File: src/tss_defs.svh
// Purpose: offsets, field positions and command codes for the sense-status block
// Assumes: included by tss_sense_status and tb
// Notes:   byte addresses on a 32-bit avalon word bus
`ifndef TSS_DEFS_SVH
`define TSS_DEFS_SVH
// register byte addresses
`define TSS_OFF_SENSE0   4'h0
`define TSS_OFF_SENSE1   4'h4
`define TSS_OFF_SENSE2   4'h8
`define TSS_OFF_SENSE3   4'hc
`define TSS_ADDR_W       4
// sense byte 0 bits (bit 0 is the msb of the byte, as on the channel)
`define TSS_B0_CMD_REJ   7
`define TSS_B0_INT_REQ   6
`define TSS_B0_BUS_OUT   5
`define TSS_B0_EQ_CHK    4
`define TSS_B0_DATA_CHK  3
`define TSS_B0_OVERRUN   2
`define TSS_B0_WCZ       1
`define TSS_B0_DCC       0
// sense byte 1 bits
`define TSS_B1_NOISE     7
`define TSS_B1_STAT_A    6
`define TSS_B1_STAT_B    5
`define TSS_B1_NOT_CAP   0
// sense byte 3 bits
`define TSS_B3_VPC       7
`define TSS_B3_ENV       3
// sense byte 4 bits
`define TSS_B4_REJ_DRV   6
// fixed seven-track track_fault_indicator pattern
`define TSS_TIE_7TRK     8'h03
// command codes, low bits chosen locally
`define TSS_CMD_WRITE    8'h01
`define TSS_CMD_READ     8'h02
`define TSS_CMD_RDBK     8'h0c
`define TSS_CMD_SENSE    8'h04
`define TSS_CMD_WTM      8'h1f
`define TSS_CMD_ERASE    8'h17
`define TSS_CMD_LWR      8'h8b
`define TSS_CMD_SEC_ERA  8'h97
`define TSS_CMD_RESERVE  8'hf4
`define TSS_CMD_RELEASE  8'hd4
`define TSS_CMD_NOP      8'h03
`endif

File: src/tss_pkg.sv
// Purpose: types shared by the sense-status block
// Assumes: tss_defs.svh gives the numbers
// Notes:   structs carry drive and data-path event groups
package tss_pkg;
   // selected drive state
   typedef struct packed {
      logic exists;       // drive present
      logic ready;        // drive ready
      logic busy;         // drive busy
      logic rewinding;    // rewinding or held by other control
      logic write_ok;     // write ring fitted
      logic seven_track;  // seven-track drive
      logic drv_check;    // drive check line
      logic rd_stat_chg;  // read status changed
   } tss_drive_s;
   // data-path events, one-cycle pulses
   typedef struct packed {
      logic parity_even;  // bus-out byte had even parity
      logic svc_late;     // transfer service missed
      logic eob_no_data;  // end of block before any byte
      logic no_data;      // no data on 800/1600 read
      logic stop_dly_dat; // data in nrzi stop delay
      logic vpc_err;      // uncorrectable vertical parity
      logic env_err;      // envelope low / aux reg parity
      logic chk_err;      // other byte-3 check bit 1,2,3
      logic first_cmdout; // first service in answered by cmd out
      logic halt_io;      // halt i/o received
      logic pad_last;     // last converted byte was padded
      logic fmt_bad;      // unsupported format / no id burst
      logic b4_bit3;      // sense byte 4 bit 3 condition
      logic b4_bit4;      // legacy byte 4 bit 4 condition
      logic b5_bit4;      // extended byte 5 bit 4 condition
      logic op_end;       // command ended
   } tss_event_s;
   // operation class
   typedef enum logic [2:0] {
      TSS_OP_IDLE, TSS_OP_READ, TSS_OP_RDBK, TSS_OP_WRITE, TSS_OP_OTHER
   } tss_op_e;
endpackage

File: src/tss_sense_status.sv
// Purpose: sense bytes 0-4 of a tape control unit, bytes 0-3 and byte 4 bit 6 read over avalon-mm
// Assumes: channel and drive inputs synchronous to sys_clk
// Notes:   sense bytes clear when a new command is accepted
// Notes on behaviour
// - reject write-type command without write permission
// - reject unknown command codes
// - secure erase only right after erase gap
// - reject reserve/release unless option and first
// - intervention required when drive absent or unready
// - ready lost mid-command forces unit check
// - even bus-out parity sets bus-out check
// - equipment check from reject, drive check busy
// - data check from noise or check bits
// - phase-encoded empty block: data check plus noise
// - data check from byte4 bit3, mode bit4
// - late service sets overrun, stops transfer
// - data check suppresses overrun
// - word count zero on empty write, halt
// - flag padded last byte on forward read
// - noise on empty read or stop-delay data
// - status bits A/B give selection response
// - not-capable on unsupported format or tracks
// - track byte updated at end, seven-track read 03
// - vertical parity check on read, pe write
// - envelope bit on nrzi write, pe write
// - reject-drive on ready drop or status change
`timescale 1ns/10ps
`default_nettype none
`include "tss_defs.svh"
module tss_sense_status #(
   parameter int unsigned TRACKS = 9   // tracks per drive
) (
   input  wire logic                   sys_clk,
   input  wire logic                   sys_rst,
   input  wire logic [3:0]             avs_address,
   input  wire logic                   avs_read,
   input  wire logic                   avs_write,
   input  wire logic [31:0]            avs_writedata,
   output logic [31:0]                 avs_readdata,
   output logic                        avs_waitrequest,
   input  wire logic                   cmd_valid,
   input  wire logic [7:0]             cmd_code,
   input  wire logic                   cmd_chained,
   input  wire logic                   cmd_first,
   input  wire logic                   prev_erase_gap,
   input  wire logic                   dual_switch_present,
   input  wire logic                   extended_mode,
   input  wire logic                   phase_encoded_format,
   input  wire logic                   data_converted,
   input  wire tss_pkg::tss_drive_s    tape_drive,
   input  wire tss_pkg::tss_event_s    evt,
   input  wire logic [7:0]             track_errs,
   output logic                        cmd_rejected,
   output logic                        unit_check,
   output logic                        device_end,
   output logic                        xfer_stop
);
   import tss_pkg::*;
   // only 7- and 9-track formats are decoded
   if (TRACKS != 7 && TRACKS != 9) begin : g_bad_trk
      $error("TRACKS must be 7 or 9");
   end

   // sense bytes
   logic [7:0] s0_q, s1_q, s2_q, s3_q, s4_q;
   logic [7:0] s0_d, s1_d, s2_d, s3_d, s4_d;
   tss_op_e    op_q, op_d;       // running operation class
   logic       ovr_raw_q;        // overrun seen, before suppression
   logic       de_arm_q;         // device end armed
   logic       ready_was_q;      // ready during command
   logic       rdack_q;          // bus read answer cycle
   logic       stop_q;           // transfer stop, one-cycle pulse after overrun
   logic       uc_q;
   // write-type command decode, used twice
   function automatic logic is_write_type(input logic [7:0] c);
      return c == `TSS_CMD_WRITE || c == `TSS_CMD_WTM ||
             c == `TSS_CMD_ERASE || c == `TSS_CMD_LWR ||
             c == `TSS_CMD_SEC_ERA;
   endfunction
   function automatic logic is_known(input logic [7:0] c);
      return is_write_type(c) || c == `TSS_CMD_READ ||
             c == `TSS_CMD_RDBK || c == `TSS_CMD_SENSE ||
             c == `TSS_CMD_RESERVE || c == `TSS_CMD_RELEASE ||
             c == `TSS_CMD_NOP;
   endfunction
   // command checks
   wire w_is_wr   = is_write_type(cmd_code);
   wire rej_prot  = cmd_valid && w_is_wr && !tape_drive.write_ok;
   wire rej_unk   = cmd_valid && !is_known(cmd_code);
   wire rej_sec   = cmd_valid && cmd_code == `TSS_CMD_SEC_ERA &&
                    !(cmd_chained && prev_erase_gap);
   wire is_rsv    = cmd_code == `TSS_CMD_RESERVE ||
                    cmd_code == `TSS_CMD_RELEASE;
   wire rej_rsv   = cmd_valid && is_rsv &&
                    (!dual_switch_present || !cmd_first);
   wire reject    = rej_prot || rej_unk || rej_sec || rej_rsv;
   wire not_ready = !tape_drive.exists || !tape_drive.ready;
   wire accept    = cmd_valid && !reject && !not_ready;
   // drive status bits
   wire st_a = tape_drive.exists && tape_drive.ready &&
               !tape_drive.busy && !tape_drive.rewinding;
   wire st_b = tape_drive.exists &&
               (!tape_drive.ready || tape_drive.rewinding);
   wire in_op   = op_q != TSS_OP_IDLE;
   wire rw_op   = op_q == TSS_OP_READ || op_q == TSS_OP_RDBK ||
                  op_q == TSS_OP_WRITE;
   wire rd_op   = op_q == TSS_OP_READ || op_q == TSS_OP_RDBK;
   wire ready_drop = in_op && ready_was_q && !tape_drive.ready;
   // byte 4: reject drive
   wire rej_drv = ready_drop || (in_op && tape_drive.rd_stat_chg);
   // byte 1 noise
   wire noise_ev = (rd_op && evt.no_data) ||
                   (rd_op && evt.stop_dly_dat) ||
                   (rd_op && phase_encoded_format &&
                    evt.eob_no_data);
   // byte 3 checks, and byte 1 not-capable
   wire vpc_ev = (rd_op && evt.vpc_err) ||
                 (op_q == TSS_OP_WRITE && phase_encoded_format &&
                  evt.vpc_err && !evt.env_err);
   wire env_ev = op_q != TSS_OP_IDLE && !rd_op && evt.env_err;
   wire fmt_ev = rw_op && (evt.fmt_bad ||
                 (tape_drive.seven_track && TRACKS != 7));
   // data check and other byte 0 sources
   wire b3_any  = (s3_d & 8'hf9) != 8'h00;
   wire dchk_ev = s1_d[`TSS_B1_NOISE] || (rw_op && b3_any) ||
                  s4_d[4] ||
                  (extended_mode ? evt.b5_bit4 : s4_d[3]);
   wire eq_ev   = s4_d[`TSS_B4_REJ_DRV] ||
                  (in_op && tape_drive.drv_check);
   wire ovr_ev  = rw_op && evt.svc_late;
   wire wcz_ev  = (op_q == TSS_OP_WRITE && evt.first_cmdout) ||
                  (op_q == TSS_OP_WRITE && evt.halt_io);
   wire dcc_ev  = op_q == TSS_OP_READ && data_converted &&
                  evt.pad_last;
   // next sense values; events set over a new-command clear
   always_comb begin
      s1_d = accept ? 8'h00 : s1_q;
      s1_d[`TSS_B1_STAT_A] = st_a;
      s1_d[`TSS_B1_STAT_B] = st_b;
      if (noise_ev) s1_d[`TSS_B1_NOISE] = 1'b1;
      if (fmt_ev) s1_d[`TSS_B1_NOT_CAP] = 1'b1;
      s3_d = accept ? 8'h00 : s3_q;
      if (vpc_ev) s3_d[`TSS_B3_VPC] = 1'b1;
      if (env_ev) s3_d[`TSS_B3_ENV] = 1'b1;
      if (rw_op && evt.chk_err) s3_d[6] = 1'b1;
      s4_d = accept ? 8'h00 : s4_q;
      if (rej_drv) s4_d[`TSS_B4_REJ_DRV] = 1'b1;
      if (evt.b4_bit3) s4_d[4] = 1'b1;
      if (evt.b4_bit4 && !extended_mode) s4_d[3] = 1'b1;
      // track byte updated at command end
      s2_d = (cmd_valid && !reject) ? 8'h00 : s2_q;
      if (in_op && evt.op_end) begin
         s2_d = (tape_drive.seven_track && rd_op) ?
                `TSS_TIE_7TRK : track_errs;
      end
      s0_d = cmd_valid ? 8'h00 : s0_q;
      if (reject) s0_d[`TSS_B0_CMD_REJ] = 1'b1;
      if (cmd_valid && not_ready) s0_d[`TSS_B0_INT_REQ] = 1'b1;
      if (evt.parity_even) s0_d[`TSS_B0_BUS_OUT] = 1'b1;
      if (eq_ev) s0_d[`TSS_B0_EQ_CHK] = 1'b1;
      if (dchk_ev) s0_d[`TSS_B0_DATA_CHK] = 1'b1;
      // a held overrun must not leak into the next command's byte
      if (ovr_ev || (ovr_raw_q && !cmd_valid))
         s0_d[`TSS_B0_OVERRUN] = 1'b1;
      if (s0_d[`TSS_B0_DATA_CHK]) s0_d[`TSS_B0_OVERRUN] = 1'b0;
      if (wcz_ev) s0_d[`TSS_B0_WCZ] = 1'b1;
      if (dcc_ev) s0_d[`TSS_B0_DCC] = 1'b1;
   end
   // operation class from accepted command
   always_comb begin
      op_d = op_q;
      if (accept) begin
         case (cmd_code)
            `TSS_CMD_READ:  op_d = TSS_OP_READ;
            `TSS_CMD_RDBK:  op_d = TSS_OP_RDBK;
            `TSS_CMD_WRITE: op_d = TSS_OP_WRITE;
            `TSS_CMD_LWR:   op_d = TSS_OP_WRITE;
            default:        op_d = TSS_OP_OTHER;
         endcase
      end else if (evt.op_end || ready_drop || stop_q) begin
         op_d = TSS_OP_IDLE;
      end
   end
   // state registers, kept short
   always_ff @(posedge sys_clk) begin
      if (sys_rst) begin
         s0_q <= 8'h00;
         s1_q <= 8'h00;
         s2_q <= 8'h00;
         s3_q <= 8'h00;
         s4_q <= 8'h00;
         op_q <= TSS_OP_IDLE;
         ovr_raw_q <= 1'b0;
         de_arm_q <= 1'b0;
         ready_was_q <= 1'b0;
         stop_q <= 1'b0;
         uc_q <= 1'b0;
      end else begin
         s0_q <= s0_d;
         s1_q <= s1_d;
         s2_q <= s2_d;
         s3_q <= s3_d;
         s4_q <= s4_d;
         op_q <= op_d;
         ovr_raw_q <= (ovr_raw_q && !cmd_valid) || ovr_ev;
         ready_was_q <= accept ? 1'b1 : (in_op && tape_drive.ready);
         stop_q <= ovr_ev;
         // unit check on not ready, reject or ready lost
         uc_q <= (cmd_valid && (reject || not_ready)) || ready_drop;
         // device end armed when selected unready, fires once ready
         if (cmd_valid && st_b) de_arm_q <= 1'b1;
         else if (st_a) de_arm_q <= 1'b0;
      end
   end
   // avalon slave: one wait cycle on reads, writes ignored
   always_ff @(posedge sys_clk) begin
      if (sys_rst) rdack_q <= 1'b0;
      else rdack_q <= avs_read && !rdack_q;
   end
   wire [7:0] rd_sel = (avs_address == `TSS_OFF_SENSE0) ? s0_q :
                       (avs_address == `TSS_OFF_SENSE1) ? s1_q :
                       (avs_address == `TSS_OFF_SENSE2) ? s2_q :
                       (avs_address == `TSS_OFF_SENSE3) ? s3_q : 8'h00;
   wire [7:0] rd_s4 = {1'b0, s4_q[6], 6'h00};
   logic [31:0] rdata_q;
   always_ff @(posedge sys_clk) begin
      if (sys_rst) rdata_q <= 32'h0;
      else rdata_q <= {16'h0, rd_s4, rd_sel};
   end
   assign avs_readdata    = rdata_q;
   assign avs_waitrequest = avs_read && !rdack_q;
   assign cmd_rejected    = s0_q[`TSS_B0_CMD_REJ];
   assign unit_check      = uc_q;
   assign device_end      = de_arm_q && st_a;
   assign xfer_stop       = stop_q;
endmodule
`default_nettype wire

File: config.mk
export PLATFORM = sky130hd
export DESIGN_NAME = tss_sense_status
export DESIGN_NICKNAME = d
export VERILOG_FILES = /design/src/tss_pkg.sv /design/src/tss_sense_status.sv
export VERILOG_INCLUDE_DIRS = /design/src
export SDC_FILE = /design/constraint.sdc
export NUM_CORES = 1
export LEC_CHECK = 0
export BUFFER_PORTS_ARGS = -buffer_cell sky130_fd_sc_hd__buf_2
export CAP_MARGIN = 0
export CORE_ASPECT_RATIO = 1.75
export CORE_MARGIN = 2
export CORE_UTILIZATION = 35
export CTS_BUF_LIST = sky130_fd_sc_hd__clkbuf_2 sky130_fd_sc_hd__clkbuf_4 sky130_fd_sc_hd__clkbuf_8
export DETAILED_ROUTE_END_ITERATION = 12
export PLACE_DENSITY_LB_ADDON = 0.25
export REMOVE_ABC_BUFFERS = 1
export SKIP_LAST_GASP = 1
export SLEW_MARGIN = 10
export SYNTH_ARGS = -nofsm -noshare
export SYNTH_HDL_FRONTEND = slang
export SYNTH_SLANG_ARGS = --single-unit
export TNS_END_PERCENT = 1
File: constraint.sdc
create_clock -name sys_clk -period 6.7 [get_ports sys_clk]
set_clock_uncertainty 0.2 [all_clocks]
set_input_delay 0.67 -clock sys_clk [delete_from_list [all_inputs] [get_ports sys_clk]]
set_output_delay 0.67 -clock sys_clk [all_outputs]
set_load 0.02 [all_outputs]
* Yosys cells after proc, flatten, opt, wreduce, memory -nomap -nowiden
Index checks and enable logic that the tools add are counted.
** Word-level totals
- Input port bits :: 88
- Output and inout port bits :: 37
- Bits in registers :: 70
- Word-level logic and storage cells :: 185
** Operators by class
- Reductions and logical operators :: 112
- Multiplexer cells :: 34
- Equality and inequality tests :: 17
** Operators with widths (number)
- $mux 8 :: 10
- $logic_and 1x1->1 :: 46
- $logic_or 1x1->1 :: 34
- $eq 8x8->1 const B :: 4
- $reduce_bool 2->1 :: 11
- $mux 1 :: 20
- $eq 8x2->1 const B :: 2
- $eq 8x5->1 const B :: 2
- $logic_not 1->1 :: 16
- $pmux 3 s3 :: 1
- $eq 4x4->1 const B :: 2
- $eq 8x1->1 const B :: 1
- $eq 8x3->1 const B :: 1
- $eq 8x4->1 const B :: 1
- $reduce_bool 8->1 :: 1
- $mux 7 :: 1
- $eq 3x2->1 const B :: 2
- $mux 3 :: 2
- $eq 4x3->1 const B :: 1
- $logic_not 4->1 :: 1
- $reduce_or 2->1 :: 2
- $eq 3x1->1 const B :: 1
- $reduce_bool 3->1 :: 1

* Longest topological paths before layout
Gate-level depths: netlist of run 1.
- Word-level depth :: 28
- Mapped depth :: 8
- Mapped depth without buffers :: 6

* Worst setup path before layout of run 1
OpenSTA, ideal clock, no wires.
- Kind :: input to register
- Start point :: input cmd_code[1]
- End point :: register s4_q[3]
- Required time :: 6.386 ns
- Buffers on the path :: 2
- Library setup time :: 0.114 ns
- Stages :: 8
- Slack :: 3.967 ns
- Arrival :: 2.420 ns
- Cell sequence :: buf_4 > or3b_1 > a211o_1 > o211a_2 > a2111o_4 > buf_6 > a21oi_1 > nor2_1
** On the way
- Word-level cells in the longest chain between the ends :: 21
- Elaborated cells between the ends (all ways) :: 38
- Those cells by class :: eq/ne: 11; mux: 2; reduce/logical: 25
** RTL lines
- start, declared :: line tss_sense_status.sv:42 : input wire logic [7:0] cmd_code,
- $eq 8x1->1 / $eq 8x5->1 (equally long branches)
- $logic_or 1x1->1 (no line) (10 in a row)
- $logic_not 1->1 :: line tss_sense_status.sv:89 : wire rej_unk = cmd_valid && !is_known(cmd_code);
- $logic_and 1x1->1 :: line tss_sense_status.sv:89
- $logic_or 1x1->1 (2 in a row) :: line tss_sense_status.sv:96 : wire reject = rej_prot || rej_unk || rej_sec || rej_rsv;
- $logic_or 1x1->1 (*) :: line tss_sense_status.sv:96
- $logic_not 1->1 (*) :: line tss_sense_status.sv:98 : wire accept = cmd_valid && !reject && !not_ready;
- $logic_and 1x1->1 (*) (2 in a row) :: line tss_sense_status.sv:98
- $mux 7 (*) :: line tss_sense_status.sv:146 : s4_d = accept ? 8'h00 : s4_q;
- $mux 1 (*) :: line tss_sense_status.sv:149 : if (evt.b4_bit4 && !extended_mode) s4_d[3] = 1'b1;
- end signal, assigned :: line tss_sense_status.sv:191 : s4_q <= 8'h00;
- end signal, assigned :: line tss_sense_status.sv:203 : s4_q <= s4_d;
- end, declared :: line tss_sense_status.sv:65 : logic [7:0] s0_q, s1_q, s2_q, s3_q, s4_q;
Mark *: on every way between the ends. The rest lies on a longest branch, timed or not.
A chain may end at the register's enable or synchronous reset.

* Worst setup path in the final report of run 1
- Start point :: input cmd_code[4]
- End point :: register op_q[2]
** On the way
- Word-level cells in the longest chain between the ends :: 20
- Elaborated cells between the ends (all ways) :: 40
- Those cells by class :: eq/ne: 11; mux: 2; reduce/logical: 27
** RTL lines
- $eq 8x1->1 / $eq 8x5->1 (equally long branches)
- $logic_or 1x1->1 (no line) (10 in a row)
- $logic_not 1->1 :: line tss_sense_status.sv:89
- $logic_and 1x1->1 :: line tss_sense_status.sv:89
- $logic_or 1x1->1 (3 in a row) :: line tss_sense_status.sv:96
- $logic_not 1->1 :: line tss_sense_status.sv:98
- $logic_and 1x1->1 (2 in a row) :: line tss_sense_status.sv:98
- $mux 3 / $reduce_bool 2->1 (equally long branches)
- end signal, assigned :: line tss_sense_status.sv:204 : op_q <= op_d;
- end, declared :: line tss_sense_status.sv:67 : tss_op_e op_q, op_d;
Parallel ways exist; a longest one is shown, timed or not.

==> flow_summary.yaml, run 1 <==
setup_path:
  crit_chain: "buf_2 > or4_4 > a211o_1 > o211a_2 > a2111o_4 > or2_1 > a21oi_2"
  cp_data_required_time_ns: 6.74
  crit_family: "compound AO/OA/AOI/OAI gates"
  crit_fanout: 18
  cpPeakStageDelay_ns: 0.61
  cp_num_buf_inv: 1
  critPathArrivalTime_ns: 2.75
  cp_slowest_cell: "a2111o_4"
  worstSetupPathType: "in2reg"
  cp-start-kind: "primary input"
  end_kind: "flip-flop"
layout:
  finalNetCount: 411
  layout.cells.most_common: "buf_2"
  fillers: 688
  stdcell_count: 406
  antenna_cells: 0
  syn_to_final_growth_pct: 15.7
  stdcell_area_sq_mm: 0.00272
  layout_common_cells: "68 x buf_2, 47 x dfxtp_1, 27 x nor2_1"
  drive_above_1_share_pct: 30.2
synth:
  ys_warn_count: 0
  synth-seq-area-share_pct: 40.1
  synth_edf_count: 0
  ys_seq_elements: 47
  synthCells: 259
  async_flop_share_pct: 0
  ys_types: 61
  netlist_area_sq_mm: 0.00235
  avgSynthCellArea_sq_um: 9.06
  synth_ff_type: "dfxtp_1"
detailed_routing:
  ant_nets: 0
  first_pass_iters: 4
  via_count: 2036
  drt_iter0_drc: 48
  routedWlPerCell_microns: 14.0
  drc: 0
  viasPerCell: 5.01
  detail_route.wirelength_microns: 5670
power_and_ir_drop:
  powerDensity_mw_per_mm2: 195
  switching_share_pct: 26.7
  power.leakage_nw: 1.17
  power_frac_comb_pct: 13.1
  internal_power_uw: 387
  vdd_drop_max_uv: 82.2
  p_seq_share_pct: 54.4
  switching_power_uw: 141
  p_clk_share_pct: 32.6
placement:
  portBuffers: 68
  placedCellCount: 398
  hpwl_microns: 4480
  place_area_sq_mm: 0.00263
  post-place-ws_ns: 3.66
  place.gp.congestion: 0.796
outcome:
  status: "finished, final reports clean"
clocking:
  cts_setup_buffers: 0
  clock-sinks: 47
  hold_buffers: 0
  cts_tree: "done"
  root_buffer: "clkbuf_8"
  clk_latency_ns: 0.30
  clk_pin_slew_ns: 0.09
  clockBufferDepth: 2
  htreeDepth: 2
  cts_buffers: 5
  cts_resized: 0
floorplan:
  start_util_pct: 36.1
  fp.dieW_microns: 65.9
  die_y_microns: 112
  num_rows: 39
  core_sq_mm: 0.00649
  ios: 125
  die_area_sq_mm: 0.00740
global_route:
  antenna_found_initial: 0
  grt_pass1_wl_microns: 9220
  gr-usage-all-layers_pct: 16.2
  grt_overflow: 0
  grt_max_degree: 30
  grt_pass1_vias: 2047
sta:
  setup_slack_ns: 3.99
  fin_setup_tns_ns: 0
  relSlewSlack_pct: 61.3
  setup-violations-final: 0
  max_freq_ghz: 0.369
  max_slew.worst_pin.slew_ns: 0.581
  hold_viol: 0
  rsz0062_at_grt: "false"
  fin_crit_sh_pct: 40.5
  maxSlewViolCount: 0
  min_period_ns: 2.71
job:
  max-cap-violations: 0
min_path:
  hold_path_class: "reg2reg"
cells by family (layout without fill, tap and decap cells):
family	Yosys count	after routing	synth area share [%]
other	1	23	0.160
buffers and inverters	38	81	11.3
and+or+nand+nor	98	98	22.1
DFF	47	47	40.1
xor gates and xnor gates	2	2	0.747
AOI/OAI and AO/OA	63	63	20.1
muxes	10	10	5.55
through the flow:
stage                     hold slack (ns)  power [mW]  util, %
after floorplan                     0.222       0.329        -
after global placement              0.238       0.362     40.5
after detailed placement            0.242       0.363     40.5
after CTS                           0.256       0.535     41.8
after global routing                0.274       0.549     41.8
final                               0.258       0.528     41.8
state kept, by name (all words and copies together), names as in the netlist:
| name | count |
|---|---|
| s0_q | 8 |
| s3_q | 6 |
| s1_q | 4 |
| xfer_stop | 1 |
| ovr_raw_q | 1 |
| s4_q | 3 |
| s2_q | 8 |
| de_arm_q | 1 |
| rdack_q | 1 |
| unit_check | 1 |
| ready_was_q | 1 |
| op_q | 3 |
| avs_readdata | 9 |
worst register-to-register path: stages, from the launching register on:
cell and delay [ns]:
dfxtp_1 0.37, or3_1 0.48, nand2_1 0.18, a21oi_1 0.09, and2_1 0.26, a22o_1 0.27
metal layers:
metal	vias up	GRT usage, %	part of all wire, %
met2	75	30.5	55
met5	-	0	0
li1	1021	-	-
met4	0	9.58	3.8
met1	925	15.6	36
met3	15	2.91	5.4
path summary, 6_finish.rpt:
path                            cells past startpoint            startpoint  slack, ns                   end
worst max-delay path                                7           cmd_code[4]       3.99  op_q[2]$_SDFFE_PP0P_
worst min-delay path                                2  s1_q[0]$_SDFFE_PP0P_       0.26  s1_q[0]$_SDFFE_PP0P_
worst max register to register                      5  op_q[0]$_SDFFE_PP0P_       4.74  s2_q[7]$_SDFFE_PP0P_
worst min register to register                      2  s1_q[0]$_SDFFE_PP0P_       0.26  s1_q[0]$_SDFFE_PP0P_
synth_stat cells, types with 4 or more instances:
library cell / number / area [sq um]
mux2_2: 4 / 45.0
and2_1: 4 / 25.0
nor3_1: 5 / 25.0
nand2_1: 23 / 86.3
o21ai_0: 7 / 35.0
dfxtp_1: 47 / 941
clkbuf_1: 4 / 15.0
buf_4: 25 / 188
nand3_1: 4 / 20.0
nor2_1: 27 / 101
a22o_1: 6 / 52.6
inv_1: 4 / 15.0
mux2i_1: 4 / 40.0
a21oi_1: 21 / 105
nor2b_1: 7 / 43.8
power groups by stage:
stage / registers, mW / clock network (mW) / logic, mW
final: 0.287 / 0.172 / 0.0690
after global routing: 0.288 / 0.185 / 0.0763
after CTS: 0.287 / 0.179 / 0.0694
after detailed placement: 0.294 / 0 / 0.0692
after global placement: 0.294 / 0 / 0.0685
after floorplan: 0.294 / 0 / 0.0349
layout make-up:
class,count,area [sq um],share of cell area [%]
flip-flops and latches,47,941,34.7
well taps,82,103,3.78
clock inverters,2,12.5,0.461
inverters,5,18.8,0.691
clock buffers,6,76.3,2.81
repair buffers,68,340,12.5
multi-input cells,196,1220,45.1
(Power assumes the default switching activity.)
==> run 2: changes to the inputs <==
--- a/config.mk
+++ b/config.mk
@@ -6,6 +6,7 @@
 export SDC_FILE = /design/constraint.sdc
 export NUM_CORES = 1
 export LEC_CHECK = 0
+export ABC_AREA = 1
 export BUFFER_PORTS_ARGS = -buffer_cell sky130_fd_sc_hd__buf_2
 export CAP_MARGIN = 0
 export CORE_ASPECT_RATIO = 1.75
==> constraint.sdc (replaced) <==
create_clock -name sys_clk -period 2.8 [get_ports sys_clk]
set_clock_uncertainty 0.2 [all_clocks]
set_input_delay 0.28 -clock sys_clk [delete_from_list [all_inputs] [get_ports sys_clk]]
set_output_delay 0.28 -clock sys_clk [all_outputs]
set_load 0.02 [all_outputs]
==> flow_summary.yaml, run 2 <==
detailed_routing:
  drc: 0
  drt_iter0_drc: 95
  drt-met1-wl_microns: 2050
  viasPerCell: 4.54
  wl_met2_microns: 3110
  wl_met3_microns: 301
  ant_nets: 0
  detail_route.wirelength_microns: 5630
  routedWlPerCell_microns: 11.4
  via_count: 2235
  top_layer_used: "met4"
  first_pass_iters: 4
floorplan:
  core_sq_mm: 0.00654
  fp.dieW_microns: 66.3
  start_util_pct: 36.4
  ios: 125
  die_y_microns: 113
  num_rows: 39
  die_area_sq_mm: 0.00750
synth:
  netlist_area_sq_mm: 0.00238
  synth-seq-area-share_pct: 39.6
  async_flop_share_pct: 0
  synthMostInstantiatedCell: "nand2_1"
  synth_top_cell_area_share_pct: 39.6
  ys_seq_elements: 47
  ys_warn_count: 0
  synth_edf_count: 0
  ys_top_cells_by_count: "83 x nand2_1, 47 x dfxtp_1, 42 x inv_1"
  yosysTopAreaCell: "dfxtp_1"
  synthCells: 341
  avgSynthCellArea_sq_um: 6.98
  synth_ff_type: "dfxtp_1"
  ys_types: 35
  synth_area_leaders: "dfxtp_1 40%, nand2_1 13%, buf_4 7.3%, inv_1 6.6%, nor2_1 6.2%"
min_path:
  hp-start: "track_errs[3]"
  min_delay_path_depth: 3
  hold_path_class: "in2reg"
  holdPathEnd: "s2_q[3]$_SDFFE_PP0P_"
layout:
  largest_reg_flops: 9
  syn_to_final_growth_pct: 18.0
  fillers: 733
  stdcell_area_sq_mm: 0.00281
  stdcell_count: 492
  antenna_cells: 0
  layout_common_cells: "83 x nand2_1, 68 x buf_2, 47 x dfxtp_1"
  drive_above_1_share_pct: 24.1
  layout.cells.most_common: "nand2_1"
  finalNetCount: 498
setup_path:
  cp_num_buf_inv: 2
  crit_fanout: 15
  cp-startpoint: "cmd_code[4]"
  crit_family: "simple AND/OR/NAND/NOR gates"
  end_kind: "flip-flop"
  cpPeakStageDelay_ns: 0.36
  r2r.worst_path.cells: 9
  r2r_end: "op_q[1]$_SDFFE_PP0P_"
  regToRegSetupSlack_ns: 1.05
  worstReg2RegStart: "op_q[0]$_SDFFE_PP0P_"
  crit_chain: "buf_2 > nor2_2 > nand2_1 > nor2_2 > nor2_4 > nand2_4 > inv_2 > nand2_2 > nand4_4 > a22oi_1 > nand2_1 > nor2_2 > nand2_1 > nor2_2"
  cp_data_required_time_ns: 2.85
  cp_slowest_cell: "a22oi_1"
  worstSetupPathType: "in2reg"
  cp-start-kind: "primary input"
  critPathArrivalTime_ns: 2.03
  crit_top_cell: "nor2_2"
sta:
  relSlewSlack_pct: 61.3
  max_freq_ghz: 0.503
  max_slew.worst_pin.slew_ns: 0.579
  hold_viol: 0
  setup-violations-final: 0
  maxSlewViolCount: 0
  min_period_ns: 1.99
  fin_crit_sh_pct: 70.9
  fin_setup_tns_ns: 0
  rsz0062_at_grt: "false"
clocking:
  clk_pin_slew_ns: 0.08
  cts_resized: 0
  cts_tree: "done"
  clk_latency_ns: 0.30
  root_buffer: "clkbuf_8"
  cts_buffers: 5
  clock-sinks: 47
  htreeDepth: 2
  clockBufferDepth: 2
global_route:
  grt_pass1_wl_microns: 9360
  gr-usage-all-layers_pct: 16.2
  grt_overflow: 0
  grt_pass1_vias: 2182
  grt_max_degree: 25
  antenna_found_initial: 0
outcome:
  status: "finished, final reports clean"
power_and_ir_drop:
  powerDensity_mw_per_mm2: 450
  power.leakage_nw: 1.37
  vdd_drop_max_uv: 177
job:
  max-cap-violations: 0
placement:
  place_area_sq_mm: 0.00270
  portBuffers: 68
  hpwl_microns: 4570
  placedCellCount: 483
  place.gp.congestion: 0.823
## run 2: cell types whose count changed in the layout (fill, tap and decap cells not counted), moves of 8 or more
cell | before | now
inv_1 | 4 | 42
nand4_1 | 1 | 9
nor2_1 | 27 | 39
nand2_1 | 23 | 83
nor2_2 | 0 | 8
## run 2: kinds of logic after synthesis
| logic type | count (synthesis) | synth area share (%) |
|---|---|---|
| flip-flops | 47 | 39.6 |
| AO/OA/AOI/OAI | 54 | 14.2 |
| other | 1 | 0.158 |
| AND/OR/NAND/NOR | 161 | 29.8 |
| buffers and inverters | 78 | 16.3 |
## run 2: per-layer routing
metal  global-route usage [%]  vias up
met1                     15.7      979
met2                     30.7       67
met3                     3.28       14
li1                         -     1175
met4                     8.03        0
met5                        0        -
## run 2: worst max path at each step
stage               depth (start not counted)  slack (ns)                   end
global route                               14        0.57  s0_q[2]$_SDFFE_PP0P_
detailed placement                         13        0.48    s0_q[3]$_SDFF_PP0_
finish                                     14        0.81  s0_q[2]$_SDFFE_PP0P_
floorplan                                  13        0.94  s0_q[2]$_SDFFE_PP0P_
global placement                           13        0.50    s0_q[3]$_SDFF_PP0_
CTS                                        14        0.81  s0_q[2]$_SDFFE_PP0P_
## run 2: stage by stage
stage	total power, mW	util (%)	hold WS [ns]	setup slack [ns]
2_1_floorplan	0.782	-	0.149	0.944
3_3_place_gp	0.857	41.3	0.207	0.502
3_5_place_dp	0.858	41.3	0.218	0.482
4_1_cts	1.28	42.9	0.0160	0.807
5_1_grt	1.32	42.9	0.0340	0.573
6_report	1.26	42.9	0.0290	0.814
## run 2: worst min-delay path, cell delays in order
cell and delay (ns):
buf_2 0.09, nand2_1 0.05, a21oi_1 0.06
## run 2: what timing repair did
action | 4_1_cts | 5_1_grt
buffers inserted | 0 | 0
hold endpoints to repair | 2 | 0
hold buffers | 2 | 0
## run 2: final cells by class
| class | instances | area [sq um] | area share (%) |
|---|---|---|---|
| clock inverter | 1 | 5.00 | 0.178 |
| tap | 82 | 103 | 3.65 |
| sequential | 47 | 941 | 33.5 |
| timing repair buffer | 71 | 368 | 13.1 |
| multi-input combinational | 238 | 1130 | 40.3 |
| inverter | 47 | 176 | 6.28 |
| clock buffer | 6 | 82.6 | 2.94 |
## run 2: power by group
part,internal [mW],switching [mW]
logic,0.0528,0.107
registers,0.679,0.00479
clock network,0.194,0.225
total,0.926,0.337
